==> src/design/iob_pkg.sv <==
// iob_pkg: constants and carrier types for the programmed i/o bus controller.
// assumes one 100 MHz clock; the device interfaces answer on the bus pins.
package iob_pkg;
    // ==================== bus geometry
    localparam int ADDR_W          = 11;
    localparam int DATA_W          = 16;
    localparam int IDENT_W         = 9;
    localparam int LEVEL_W         = 6;
    localparam int IRQ_LINES       = 4;
    localparam int FIRST_SHARED    = 10;
    // ==================== controller registers (wishbone byte addresses)
    localparam logic [3:0] REG_CMD    = 4'h0;
    localparam logic [3:0] REG_ADDR   = 4'h4;
    localparam logic [3:0] REG_ACC    = 4'h8;
    localparam logic [3:0] REG_STATUS = 4'hc;
    // ==================== command fields
    localparam int CMD_GO_BIT      = 0;
    localparam int CMD_IDENT_BIT   = 1;
    // ==================== status fields
    localparam int ST_BUSY_BIT     = 0;
    localparam int ST_TIMEOUT_BIT  = 1;
    localparam int ST_INPUT_BIT    = 2;
    localparam int ST_IRQ_LSB      = 4;
    // ==================== device status word layout
    localparam int DSW_READY_IE    = 0;
    localparam int DSW_ERR_IE      = 1;
    localparam int DSW_ACTIVE      = 2;
    localparam int DSW_READY       = 3;
    localparam int DSW_ERR_OR      = 4;
    localparam int DSW_ERR_LSB     = 5;
    localparam int DSW_UNIT_LSB    = 9;
    localparam int DSW_MODE_LSB    = 11;
    // ==================== timing
    localparam int STROBE_NS       = 100;
    localparam int CLK_NS          = 10;
    localparam int STROBE_CYC      = (STROBE_NS + CLK_NS - 1) / CLK_NS;
    localparam int TIMEOUT_CYC     = 1000;
    // ==================== reset values
    localparam logic [DATA_W-1:0] ACC_RST  = 16'h0000;
    localparam logic [ADDR_W-1:0] ADDR_RST = 11'h000;

    typedef struct packed {
        logic [ADDR_W-1:0] addr;
        logic [DATA_W-1:0] data_out;
        logic              data_oe;
        logic              addr_strobe;
        logic              ident_strobe;
    } iob_bus_out_t;

    typedef struct packed {
        logic              connect;
        logic              input_dir;
        logic [DATA_W-1:0] data_in;
    } iob_bus_in_t;
endpackage : iob_pkg

==> src/design/iob_host.sv <==
// iob_host: cpu side of the programmed i/o bus (transfer and identify cycles).
// assumes synchronous pins; software drives it over classic wishbone.
//
// Contract
// - transfer carries an eleven-bit register address alone selecting the register
// - transfer runs as three steps; first drives data and address together
// - first step pulses the address strobe so every interface samples it
// - bit 0 zero means input; device flags input, host takes bus data
// - second step only after acknowledge; then holding, then accumulator (the code also moves on after TIMEOUT cycles without one)
// - after input the accumulator holds the addressed register value
// - after output the accumulator keeps its original value
// - switch to requesting level only when running on a lower level (the code switches no level; level choice stays with software)
// - identify used on shared levels 10 to 13, several devices each
// - level 15 holds one device and needs no identify cycle
// - identify puts level on low six address bits with identify strobe
`timescale 1ns/100ps
`default_nettype none
module iob_host #(
    parameter int TIMEOUT = iob_pkg::TIMEOUT_CYC
) (
    input  wire logic                  mclk,
    input  wire logic                  reset,
    input  wire logic [3:0]            wb_adr_i,
    input  wire logic [31:0]           wb_dat_i,
    input  wire logic                  wb_we_i,
    input  wire logic [3:0]            wb_sel_i,
    input  wire logic                  wb_cyc_i,
    input  wire logic                  wb_stb_i,
    output logic [31:0]                wb_dat_o,
    output logic                       wb_ack_o,
    output iob_pkg::iob_bus_out_t      bus_o,
    input  wire iob_pkg::iob_bus_in_t  bus_i,
    input  wire logic [iob_pkg::IRQ_LINES-1:0] irq_i
);
    import iob_pkg::*;

    initial begin
        // the wait must outlast the minimum strobe, or the timeout would end every strobe at or before its minimum length
        if (TIMEOUT <= STROBE_CYC || TIMEOUT > 65535) $error("timeout out of range");
    end

    typedef enum logic [1:0] {IOB_IDLE, IOB_STROBE, IOB_HOLD, IOB_ACC} iob_state_t;

    // ==================== registers
    iob_state_t        state_reg, state_next;
    logic [ADDR_W-1:0] addr_reg;
    logic [DATA_W-1:0] acc_reg, hold_reg;
    logic              ident_reg, timeout_reg, input_reg;
    logic [15:0]       cnt_reg;
    logic [31:0]       rdat_reg;
    logic              ack_reg;
    iob_bus_out_t      bus_reg;
    logic [IRQ_LINES-1:0] irq_reg;

    // ==================== wishbone decode
    wire wb_req     = wb_cyc_i && wb_stb_i && !ack_reg;
    wire wb_wr      = wb_req && wb_we_i && wb_sel_i[0];
    wire idle       = (state_reg == IOB_IDLE);
    wire wr_cmd     = wb_wr && (wb_adr_i == REG_CMD) && idle;
    wire wr_addr    = wb_wr && (wb_adr_i == REG_ADDR) && idle;
    wire wr_acc     = wb_wr && (wb_adr_i == REG_ACC) && idle;
    wire go         = wr_cmd && wb_dat_i[CMD_GO_BIT];
    wire go_ident   = wb_dat_i[CMD_IDENT_BIT];
    wire busy       = !idle;
    wire [31:0] st_word = {{(32-ST_IRQ_LSB-IRQ_LINES){1'b0}}, irq_reg, 1'b0,
                           input_reg, timeout_reg, busy};
    wire [31:0] rd_mux;
    assign rd_mux = (wb_adr_i == REG_CMD)    ? 32'h0000_0000 :
                    (wb_adr_i == REG_ADDR)   ? {21'h00_0000, addr_reg} :
                    (wb_adr_i == REG_ACC)    ? {16'h0000, acc_reg} :
                    (wb_adr_i == REG_STATUS) ? st_word : 32'h0000_0000;

    // ==================== sequencer
    wire strobe_done = (cnt_reg >= 16'(STROBE_CYC - 1));
    wire tmo         = (cnt_reg >= 16'(TIMEOUT - 1));
    wire seen_ack    = bus_i.connect;
    always_comb begin
        state_next = state_reg;
        case (state_reg)
            IOB_IDLE:   if (go) state_next = IOB_STROBE;
            IOB_STROBE: if ((seen_ack && strobe_done) || tmo) state_next = IOB_HOLD;
            IOB_HOLD:   state_next = IOB_ACC;
            default:    state_next = IOB_IDLE;
        endcase
    end

    always_ff @(posedge mclk or posedge reset) begin
        if (reset) begin
            state_reg <= IOB_IDLE;
            cnt_reg   <= 16'h0000;
        end else begin
            state_reg <= state_next;
            cnt_reg   <= (state_reg == IOB_STROBE) ? cnt_reg + 16'h0001 : 16'h0000;
        end
    end

    // first step: address, data and strobe rise together
    always_ff @(posedge mclk or posedge reset) begin
        if (reset) begin
            bus_reg <= '0;
        end else if (go) begin
            bus_reg.addr         <= go_ident ? {5'h00, addr_reg[LEVEL_W-1:0]} : addr_reg;
            bus_reg.data_out     <= acc_reg;
            bus_reg.data_oe      <= 1'b1;
            bus_reg.addr_strobe  <= !go_ident;
            bus_reg.ident_strobe <= go_ident;
        end else if (state_reg == IOB_HOLD) begin
            bus_reg <= '0;                                    // release the bus
        end
    end

    // input or output is learned from the device, except that an identify command counts as input whenever it is acknowledged
    always_ff @(posedge mclk or posedge reset) begin
        if (reset) begin
            ident_reg   <= 1'b0;
            input_reg   <= 1'b0;
            timeout_reg <= 1'b0;
            hold_reg    <= ACC_RST;
        end else if (go) begin
            ident_reg   <= go_ident;
            input_reg   <= 1'b0;
            timeout_reg <= 1'b0;
        end else if (state_reg == IOB_STROBE && state_next == IOB_HOLD) begin
            timeout_reg <= !seen_ack;
            input_reg   <= seen_ack && (bus_i.input_dir || ident_reg);
            hold_reg    <= (seen_ack && (bus_i.input_dir || ident_reg)) ?
                           (ident_reg ? {7'h00, bus_i.data_in[IDENT_W-1:0]} : bus_i.data_in)
                           : acc_reg;
        end
    end

    always_ff @(posedge mclk or posedge reset) begin
        if (reset) begin
            acc_reg  <= ACC_RST;
            addr_reg <= ADDR_RST;
        end else begin
            if (wr_addr) addr_reg <= wb_dat_i[ADDR_W-1:0];
            if (wr_acc)
                acc_reg <= wb_dat_i[DATA_W-1:0];
            else if (state_reg == IOB_ACC)
                acc_reg <= hold_reg;
        end
    end

    // ==================== wishbone answer
    always_ff @(posedge mclk or posedge reset) begin
        if (reset) begin
            ack_reg  <= 1'b0;
            rdat_reg <= 32'h0000_0000;
            irq_reg  <= '0;
        end else begin
            ack_reg  <= wb_req;
            rdat_reg <= rd_mux;
            // level choice and level 15 stay with software; only shared lines show
            irq_reg  <= irq_i;
        end
    end

    assign wb_ack_o = ack_reg;
    assign wb_dat_o = rdat_reg;
    assign bus_o    = bus_reg;

    // ==================== checks
    chk_strobe_excl: assert property (@(posedge mclk) disable iff (reset)
        !(bus_reg.addr_strobe && bus_reg.ident_strobe))
        else $error("both strobes high");
    chk_ident_level: assert property (@(posedge mclk) disable iff (reset)
        bus_reg.ident_strobe |-> bus_reg.addr[ADDR_W-1:LEVEL_W] == '0)
        else $error("identify address above level bits");
    chk_step_order: assert property (@(posedge mclk) disable iff (reset)
        state_reg == IOB_HOLD |=> state_reg == IOB_ACC ##1 state_reg == IOB_IDLE)
        else $error("steps out of order");
    chk_wait_ack: assert property (@(posedge mclk) disable iff (reset)
        (state_reg == IOB_STROBE && !seen_ack && !tmo) |=> state_reg == IOB_STROBE)
        else $error("left strobe without acknowledge");
    chk_out_keep: assert property (@(posedge mclk) disable iff (reset)
        (state_reg == IOB_HOLD && !input_reg) |=> acc_reg == $past(acc_reg))
        else $error("output changed accumulator");
    chk_in_load: assert property (@(posedge mclk) disable iff (reset)
        state_reg == IOB_ACC |=> acc_reg == $past(hold_reg))
        else $error("accumulator not loaded");
    chk_addr_drive: assert property (@(posedge mclk) disable iff (reset)
        $rose(bus_reg.addr_strobe) |-> bus_reg.data_oe && bus_reg.addr == addr_reg)
        else $error("address and data not together");
    chk_ident_width: assert property (@(posedge mclk) disable iff (reset)
        (state_reg == IOB_ACC && ident_reg && input_reg) |-> hold_reg[DATA_W-1:IDENT_W] == '0)
        else $error("identify code wider than nine bits");
    chk_ack_pulse: assert property (@(posedge mclk) disable iff (reset)
        ack_reg |=> !ack_reg)
        else $error("acknowledge longer than one cycle");
    chk_bus_free: assert property (@(posedge mclk) disable iff (reset)
        state_reg == IOB_ACC |-> !bus_reg.data_oe && !bus_reg.addr_strobe && !bus_reg.ident_strobe)
        else $error("bus still driven after transfer");
    chk_strobe_min: assert property (@(posedge mclk) disable iff (reset)
        (state_reg == IOB_STROBE && state_next == IOB_HOLD && !tmo) |-> strobe_done)
        else $error("strobe shorter than minimum");
endmodule : iob_host
`default_nettype wire

==> config.mk <==
export PLATFORM = sky130hd
export DESIGN_NAME = iob_host
export DESIGN_NICKNAME = d
export VERILOG_FILES = /design/src/design/iob_pkg.sv /design/src/design/iob_host.sv
export SDC_FILE = /design/constraint.sdc
export NUM_CORES = 1
export LEC_CHECK = 0
export BUFFER_PORTS_ARGS = -buffer_cell sky130_fd_sc_hd__buf_2
export CAP_MARGIN = 20
export CORE_ASPECT_RATIO = 1.1
export CORE_UTILIZATION = 59
export CTS_BUF_LIST = sky130_fd_sc_hd__clkbuf_8
export DETAILED_ROUTE_END_ITERATION = 10
export GPL_TIMING_DRIVEN = 0
export MAX_ROUTING_LAYER = met4
export PLACE_DENSITY = 0.87
export RECOVER_POWER = 100
export SYNTH_ARGS = -nofsm -noshare
export SYNTH_HDL_FRONTEND = slang
export SYNTH_SLANG_ARGS = --single-unit
==> constraint.sdc <==
create_clock -name mclk -period 8.4 [get_ports mclk]
set_input_delay 0.84 -clock mclk [delete_from_list [all_inputs] [get_ports mclk]]
set_output_delay 0.84 -clock mclk [all_outputs]
set_load 0.01 [all_outputs]
# [Word-level counts from Yosys, hierarchy flattened]
# Cells that the tools add are included.
[classes] n_reduce_logical=26 n_mux=19 bitwise=1 n_eq_ne=7 n_lt_le_gt_ge=2 addsub=1
[ops] cell="$mux W16" n=8
[ops] cell="$mux W30" n=2
[ops] cell="$add A16 B1 Y16 const B" n=1
[ops] cell="$ge A16 B10 Y1 const B" n=1
[ops] cell="$ge A16 B4 Y1 const B" n=1
[ops] cell="$logic_and A1 B1 Y1" n=14
[ops] cell="$mux W11" n=1
[ops] cell="$eq A4 B4 Y1 const B" n=2
[ops] cell="$mux W8" n=1
[ops] cell="$eq A2 B2 Y1 const B" n=3
[ops] cell="$pmux W2 S3" n=1
[ops] cell="$reduce_bool A2 Y1" n=3
[ops] cell="$eq A4 B3 Y1 const B" n=1
[ops] cell="$logic_not A1 Y1" n=4
[ops] cell="$logic_not A4 Y1" n=1
[ops] cell="$mux W1" n=4
[ops] cell="$mux W2" n=2
[ops] cell="$eq A2 B1 Y1 const B" n=1
[ops] cell="$logic_not A2 Y1" n=1
[ops] cell="$logic_or A1 B1 Y1" n=2
[ops] cell="$reduce_and A2 Y1" n=1
[ops] cell="$not A1 Y1" n=1
[word_totals] regBits=115 input_bits=67 word_cells=72 output_inout_bits=63

# [Longest topological paths before layout]
[depth] word_depth=13 ltp_mapped=9 mapped_depth_nobuf=7

# [Worst setup path before layout]
# OpenSTA, ideal clock, no wires.
[synth_timing] path_kind="input port to flip-flop" from="input port wb_adr_i[1]" to="register ident_reg" slack_ns=6.013 setup_ns=0.125 arrival_ns=2.262 cell_stages=5 n_path_buf=1 t_required_ns=8.275 cell_sequence="or2_2 > or4b_1 > nor2b_1 > buf_2 > mux2_2"
[synth_between] elab_chain_cells=4
[synth_lines] element="from (decl)" line_no="iob_host.sv:23" text="input wire logic [3:0] wb_adr_i,"
[synth_lines] element="$logic_not A4 Y1" line_no="iob_host.sv:59" text="wire wr_cmd = wb_wr && (wb_adr_i == REG_CMD) && idle;"
[synth_lines] element="$logic_and A1 B1 Y1 (2 in series)" line_no="iob_host.sv:59"
[synth_lines] element="$logic_and A1 B1 Y1" line_no="iob_host.sv:62" text="wire go = wr_cmd && wb_dat_i[CMD_GO_BIT];"
[synth_lines] element="to (signal assigned)" line_no="iob_host.sv:120" text="ident_reg <= go_ident;"
[synth_lines] element="to (decl)" line_no="iob_host.sv:48" text="logic ident_reg, timeout_reg, input_reg;"
# No other way between the ends.
# A chain may end at the register's enable or synchronous reset.

# [Final worst setup path]
[layout_timing] from="input port wb_adr_i[3]" to="register acc_reg[3]"
[layout_between] elab_chain_cells=4 word_cells_on_any_way=5 cone_classes="eq/ne: 1; mux: 1; reduce/logical: 3"
[layout_lines] element="$eq A4 B4 Y1 (*)" line_no="iob_host.sv:61" text="wire wr_acc = wb_wr && (wb_adr_i == REG_ACC) && idle;"
[layout_lines] element="$logic_and A1 B1 Y1 (*) (2 in series)" line_no="iob_host.sv:61"
[layout_lines] element="$mux W16 / $reduce_bool A2 Y1 (equally long branches)"
[layout_lines] element="to (signal assigned)" line_no="iob_host.sv:139" text="acc_reg <= wb_dat_i[DATA_W-1:0];"
[layout_lines] element="to (signal assigned)" line_no="iob_host.sv:141" text="acc_reg <= hold_reg;"
[layout_lines] element="to (decl)" line_no="iob_host.sv:47" text="logic [DATA_W-1:0] acc_reg, hold_reg;"
# Mark *: on every way between the ends. The rest lies on a longest branch, timed or not.

==> metrics.log <==
[metrics] number of global-route vias before repair: 4009
[metrics] die outline height: 98.8 µm
[metrics] delay of the slowest critical-path stage: 940 ps
[metrics] count of TritonRoute iterations in the first routing pass: 5
[metrics] Hold Crit Start: bus_o[1]
[metrics] register area share after synthesis: 0.572
[metrics] via-per-instance ratio: 5.67
[metrics] outcome: finished, violations left
[metrics] length in cells of the worst reg-to-reg path: 8
[metrics] HPWL after detailed placement: slightly above 8000 µm
[metrics] startpoint of the most critical register-to-register path: cnt_reg[0]
[metrics] Placed Instances: roughly 650
[metrics] P&R area growth vs syn: 20.8%
[metrics] TritonCTS clock tree: built
[metrics] cts bufs inserted: 17
[metrics] leakage power total: about 3 nW
[metrics] Fin Hold WS: 487 ps
[metrics] clk_lat worst skew: 420 ps
[metrics] power per standard cell area: roughly 220 nW/µm²
[metrics] clk slew on worst S/H paths: 80 ps
[metrics] area of the placeable core: 8080 µm²
[metrics] number of design-rule violations left by the first detailed-router iteration: around 270
[metrics] synthesized area: slightly above 5000 µm²
[metrics] register cell area after layout: 2880 µm²
[metrics] total overflow reported by the global router: 0
[metrics] unrepaired setup endpoints after global routing: no
[metrics] number of resized instances in the post-cts repair step: 0
[metrics] starting utilization of the core area: 0.622
[metrics] number of nets at the end of the flow: 634
[metrics] measured slew at the worst slew-check pin: 1810 ps
[metrics] data required time of the worst path: 8700 ps
[metrics] worst-case clock buffer depth: 2
[metrics] Max-Slew Margin vs Limit: -0.212
[metrics] final routed DRC violation total: 0
[metrics] hold-fix buffer count after cts: 0
[metrics] async set-reset flop share out of synthesis: 1.00
[metrics] cell with the largest stage delay on the worst path: sky130_fd_sc_hd__nor4b_1
[metrics] H-tree depth: 4
[metrics] element type at the critical path end: flip-flop
[metrics] total negative slack: 0 ps
[metrics] post-route ant nets: 0
[metrics] post-synthesis cell count: 435
[metrics] start-to-end type of the worst setup path: input pin to flip-flop
[metrics] number of fill cells: roughly 580
[metrics] Final min period: 3180 ps
[metrics] initial antenna violation count: 0
[metrics] synthesis warning total: 0
[metrics] hold endpoint: bus_o[1]
[metrics] gpl congestion: 0.888
[metrics] number of library cell types mapped by synthesis: 44
[metrics] Peak Freq: 314 MHz
[metrics] Largest register FFs: 30
[metrics] number of buffer cells added on primary ports: 94
[metrics] wire length of the first global-routing pass: 19400 µm
[metrics] failing checks: capacitance limit, slew limit
[metrics] most common cell type on the critical path: sky130_fd_sc_hd__clkbuf_1
[metrics] sink count of the clock tree: roughly 120
[metrics] ratio of cells with drive above 1 in the final layout: 0.205
[metrics] area taken by multi-input logic gates: approximately 1900 µm²
[metrics] post-layout instance count excluding filler cells: 685
[metrics] reg-to-reg slack, setup: 5440 ps
[metrics] largest voltage drop on the vdd net: 146 µV
[metrics] post-CTS setup-driven buffer insertion count: 0
[metrics] number of enable flip-flop cells after synthesis: 0
[metrics] largest net degree at the start of global routing: 77
[metrics] buffer type at the clock tree root: sky130_fd_sc_hd__clkbuf_8
[metrics] total count of hold-check failures in the final report: 0
[metrics] Crit Path Max Fanout: 10
[metrics] part of the cycle the worst path needs: 0.379
[metrics] mean instance size in the synthesized netlist: 11.6 µm²
[metrics] Die X: 90.0 µm
[metrics] Layout Skew: between 10 and 15 ps
[metrics] ports placed on the boundary: 130
[metrics] # setup viols final: 0
[metrics] startpoint kind of the worst setup timing path: input pin
[metrics] Die Footprint: 8890 µm²
[metrics] crit path cell chain: buf_2, clkbuf_1, nor4b_1, and4_1, clkbuf_1, nor2_1, clkbuf_1, nand2_1, nand2_1
[metrics] post-synthesis register bit count: 115
[metrics] Slew Viols, Final: 40
[metrics] worst hold-check path type: flip-flop to flip-flop
[metrics] number of max-cap violations: 1
[metrics] instance count along the most critical hold path: 1
[metrics] post-layout utilization of the core: 0.752
[metrics] row cnt: 34
[metrics] Antenna Cells: 0
[metrics] GR Util All Layers: 0.295
[metrics] aggregate routed wire length: roughly 12000 µm
[metrics] vias: 3882
[metrics] arrival time at the worst endpoint: 3490 ps
[metrics] WL/cell: 17.5 µm
[metrics] endpoint of the lowest-slack register-to-register path: hold_reg[4]
[metrics] predominant post-synthesis flop cell: sky130_fd_sc_hd__dfrtp_1
==> metrics by stage <==
stage / total power [W] / setup WS (ps) / instance area [µm²]
global placement: 0.000685 / 3460 / 5690
CTS: 0.00132 / 5790 / 6210
finish: 0.00131 / 5220 / 6070
detailed placement: 0.000692 / 5340 / 5720
floorplan: 0.000654 / 4520 / 5080
global route: 0.00136 / 5090 / 6070
==> cells by family after synthesis <==
| logic type | synth area share |
|---|---|
| DFF | 0.572 |
| muxes | 0.0762 |
| and+or+nand+nor | 0.133 |
| AOI/OAI and AO/OA | 0.132 |
| other | 0.000746 |
| adders and majority gates | 0.00747 |
| xor gates and xnor gates | 0.0192 |
| buffers and inverters | 0.0595 |
==> worst max path at each step <==
stage | from | to | slack [ps] | cells after the start
3_3_place_gp | reset | wb_dat_o[6] | 3460 | 2
6_report | wb_adr_i[3] | acc_reg[3] | 5220 | 9
2_1_floorplan | reset | acc_reg[0] | 4520 | 1
5_1_grt | wb_adr_i[3] | acc_reg[1] | 5090 | 9
4_1_cts | wb_adr_i[3] | acc_reg[1] | 5790 | 9
3_5_place_dp | wb_adr_i[3] | acc_reg[4] | 5340 | 9
==> report_power, final <==
part	leakage [nW]	internal [W]	switching (W)
clock	0.241	0.000396	0.000238
combinational	1.24	0.0000375	0.0000487
sequential	1.57	0.000574	0.0000204
total	3.05	0.00101	0.000307
==> synthesized netlist by cell type (10+ instances only) <==
library cell / instances / area [µm²]
sky130_fd_sc_hd__a21oi_1: 11 / 55.1
sky130_fd_sc_hd__a22o_1: 28 / 245
sky130_fd_sc_hd__a22oi_1: 27 / 203
sky130_fd_sc_hd__and2_1: 11 / 68.8
sky130_fd_sc_hd__buf_4: 16 / 120
sky130_fd_sc_hd__clkbuf_1: 15 / 56.3
sky130_fd_sc_hd__dfrtp_1: 115 / 2880
sky130_fd_sc_hd__inv_1: 10 / 37.5
sky130_fd_sc_hd__mux2_2: 18 / 203
sky130_fd_sc_hd__mux2i_1: 18 / 180
sky130_fd_sc_hd__nand2_1: 39 / 146
sky130_fd_sc_hd__nand3_1: 14 / 70.1
sky130_fd_sc_hd__nor2_1: 28 / 105
==> metal layers <==
layer  GRT usage  part of all wire
met1       0.352              0.41
met2       0.492              0.51
met4       0.120             0.018
met3      0.0602             0.066
met5           -                 0
==> worst max-delay path, delay by kind of cell <==
kind / cells / cell delay, ps
and+or+nand+nor: 5 / 1630
buffers and inverters: 4 / 1020
==> cell usage in the layout, fill, tap and decap left out, types with 7 or more instances in the layout <==
master / n
sky130_fd_sc_hd__dfrtp_1: 115
sky130_fd_sc_hd__clkbuf_1: 73
sky130_fd_sc_hd__buf_2: 47
sky130_fd_sc_hd__nand2_1: 39
sky130_fd_sc_hd__nor2_1: 28
sky130_fd_sc_hd__a22o_1: 28
sky130_fd_sc_hd__a22oi_1: 27
sky130_fd_sc_hd__mux2i_1: 18
sky130_fd_sc_hd__mux2_2: 18
sky130_fd_sc_hd__clkbuf_8: 18
sky130_fd_sc_hd__buf_4: 16
sky130_fd_sc_hd__conb_1: 16
sky130_fd_sc_hd__nand3_1: 15
sky130_fd_sc_hd__o21ai_0: 13
sky130_fd_sc_hd__a21oi_1: 11
sky130_fd_sc_hd__inv_1: 9
sky130_fd_sc_hd__xor2_1: 9
sky130_fd_sc_hd__nor3b_1: 7
sky130_fd_sc_hd__and2_0: 7
==> layout make-up <==
type,count,area share
Buffer,42,0.0363
Clock buffer,18,0.0408
Sequential cell,115,0.474
Tap cell,108,0.0222
Inverter,10,0.00639
Multi-Input combinational cell,283,0.308
Clock inverter,14,0.0408
Timing Repair Buffer,95,0.0719
(Power assumes the default switching activity.)
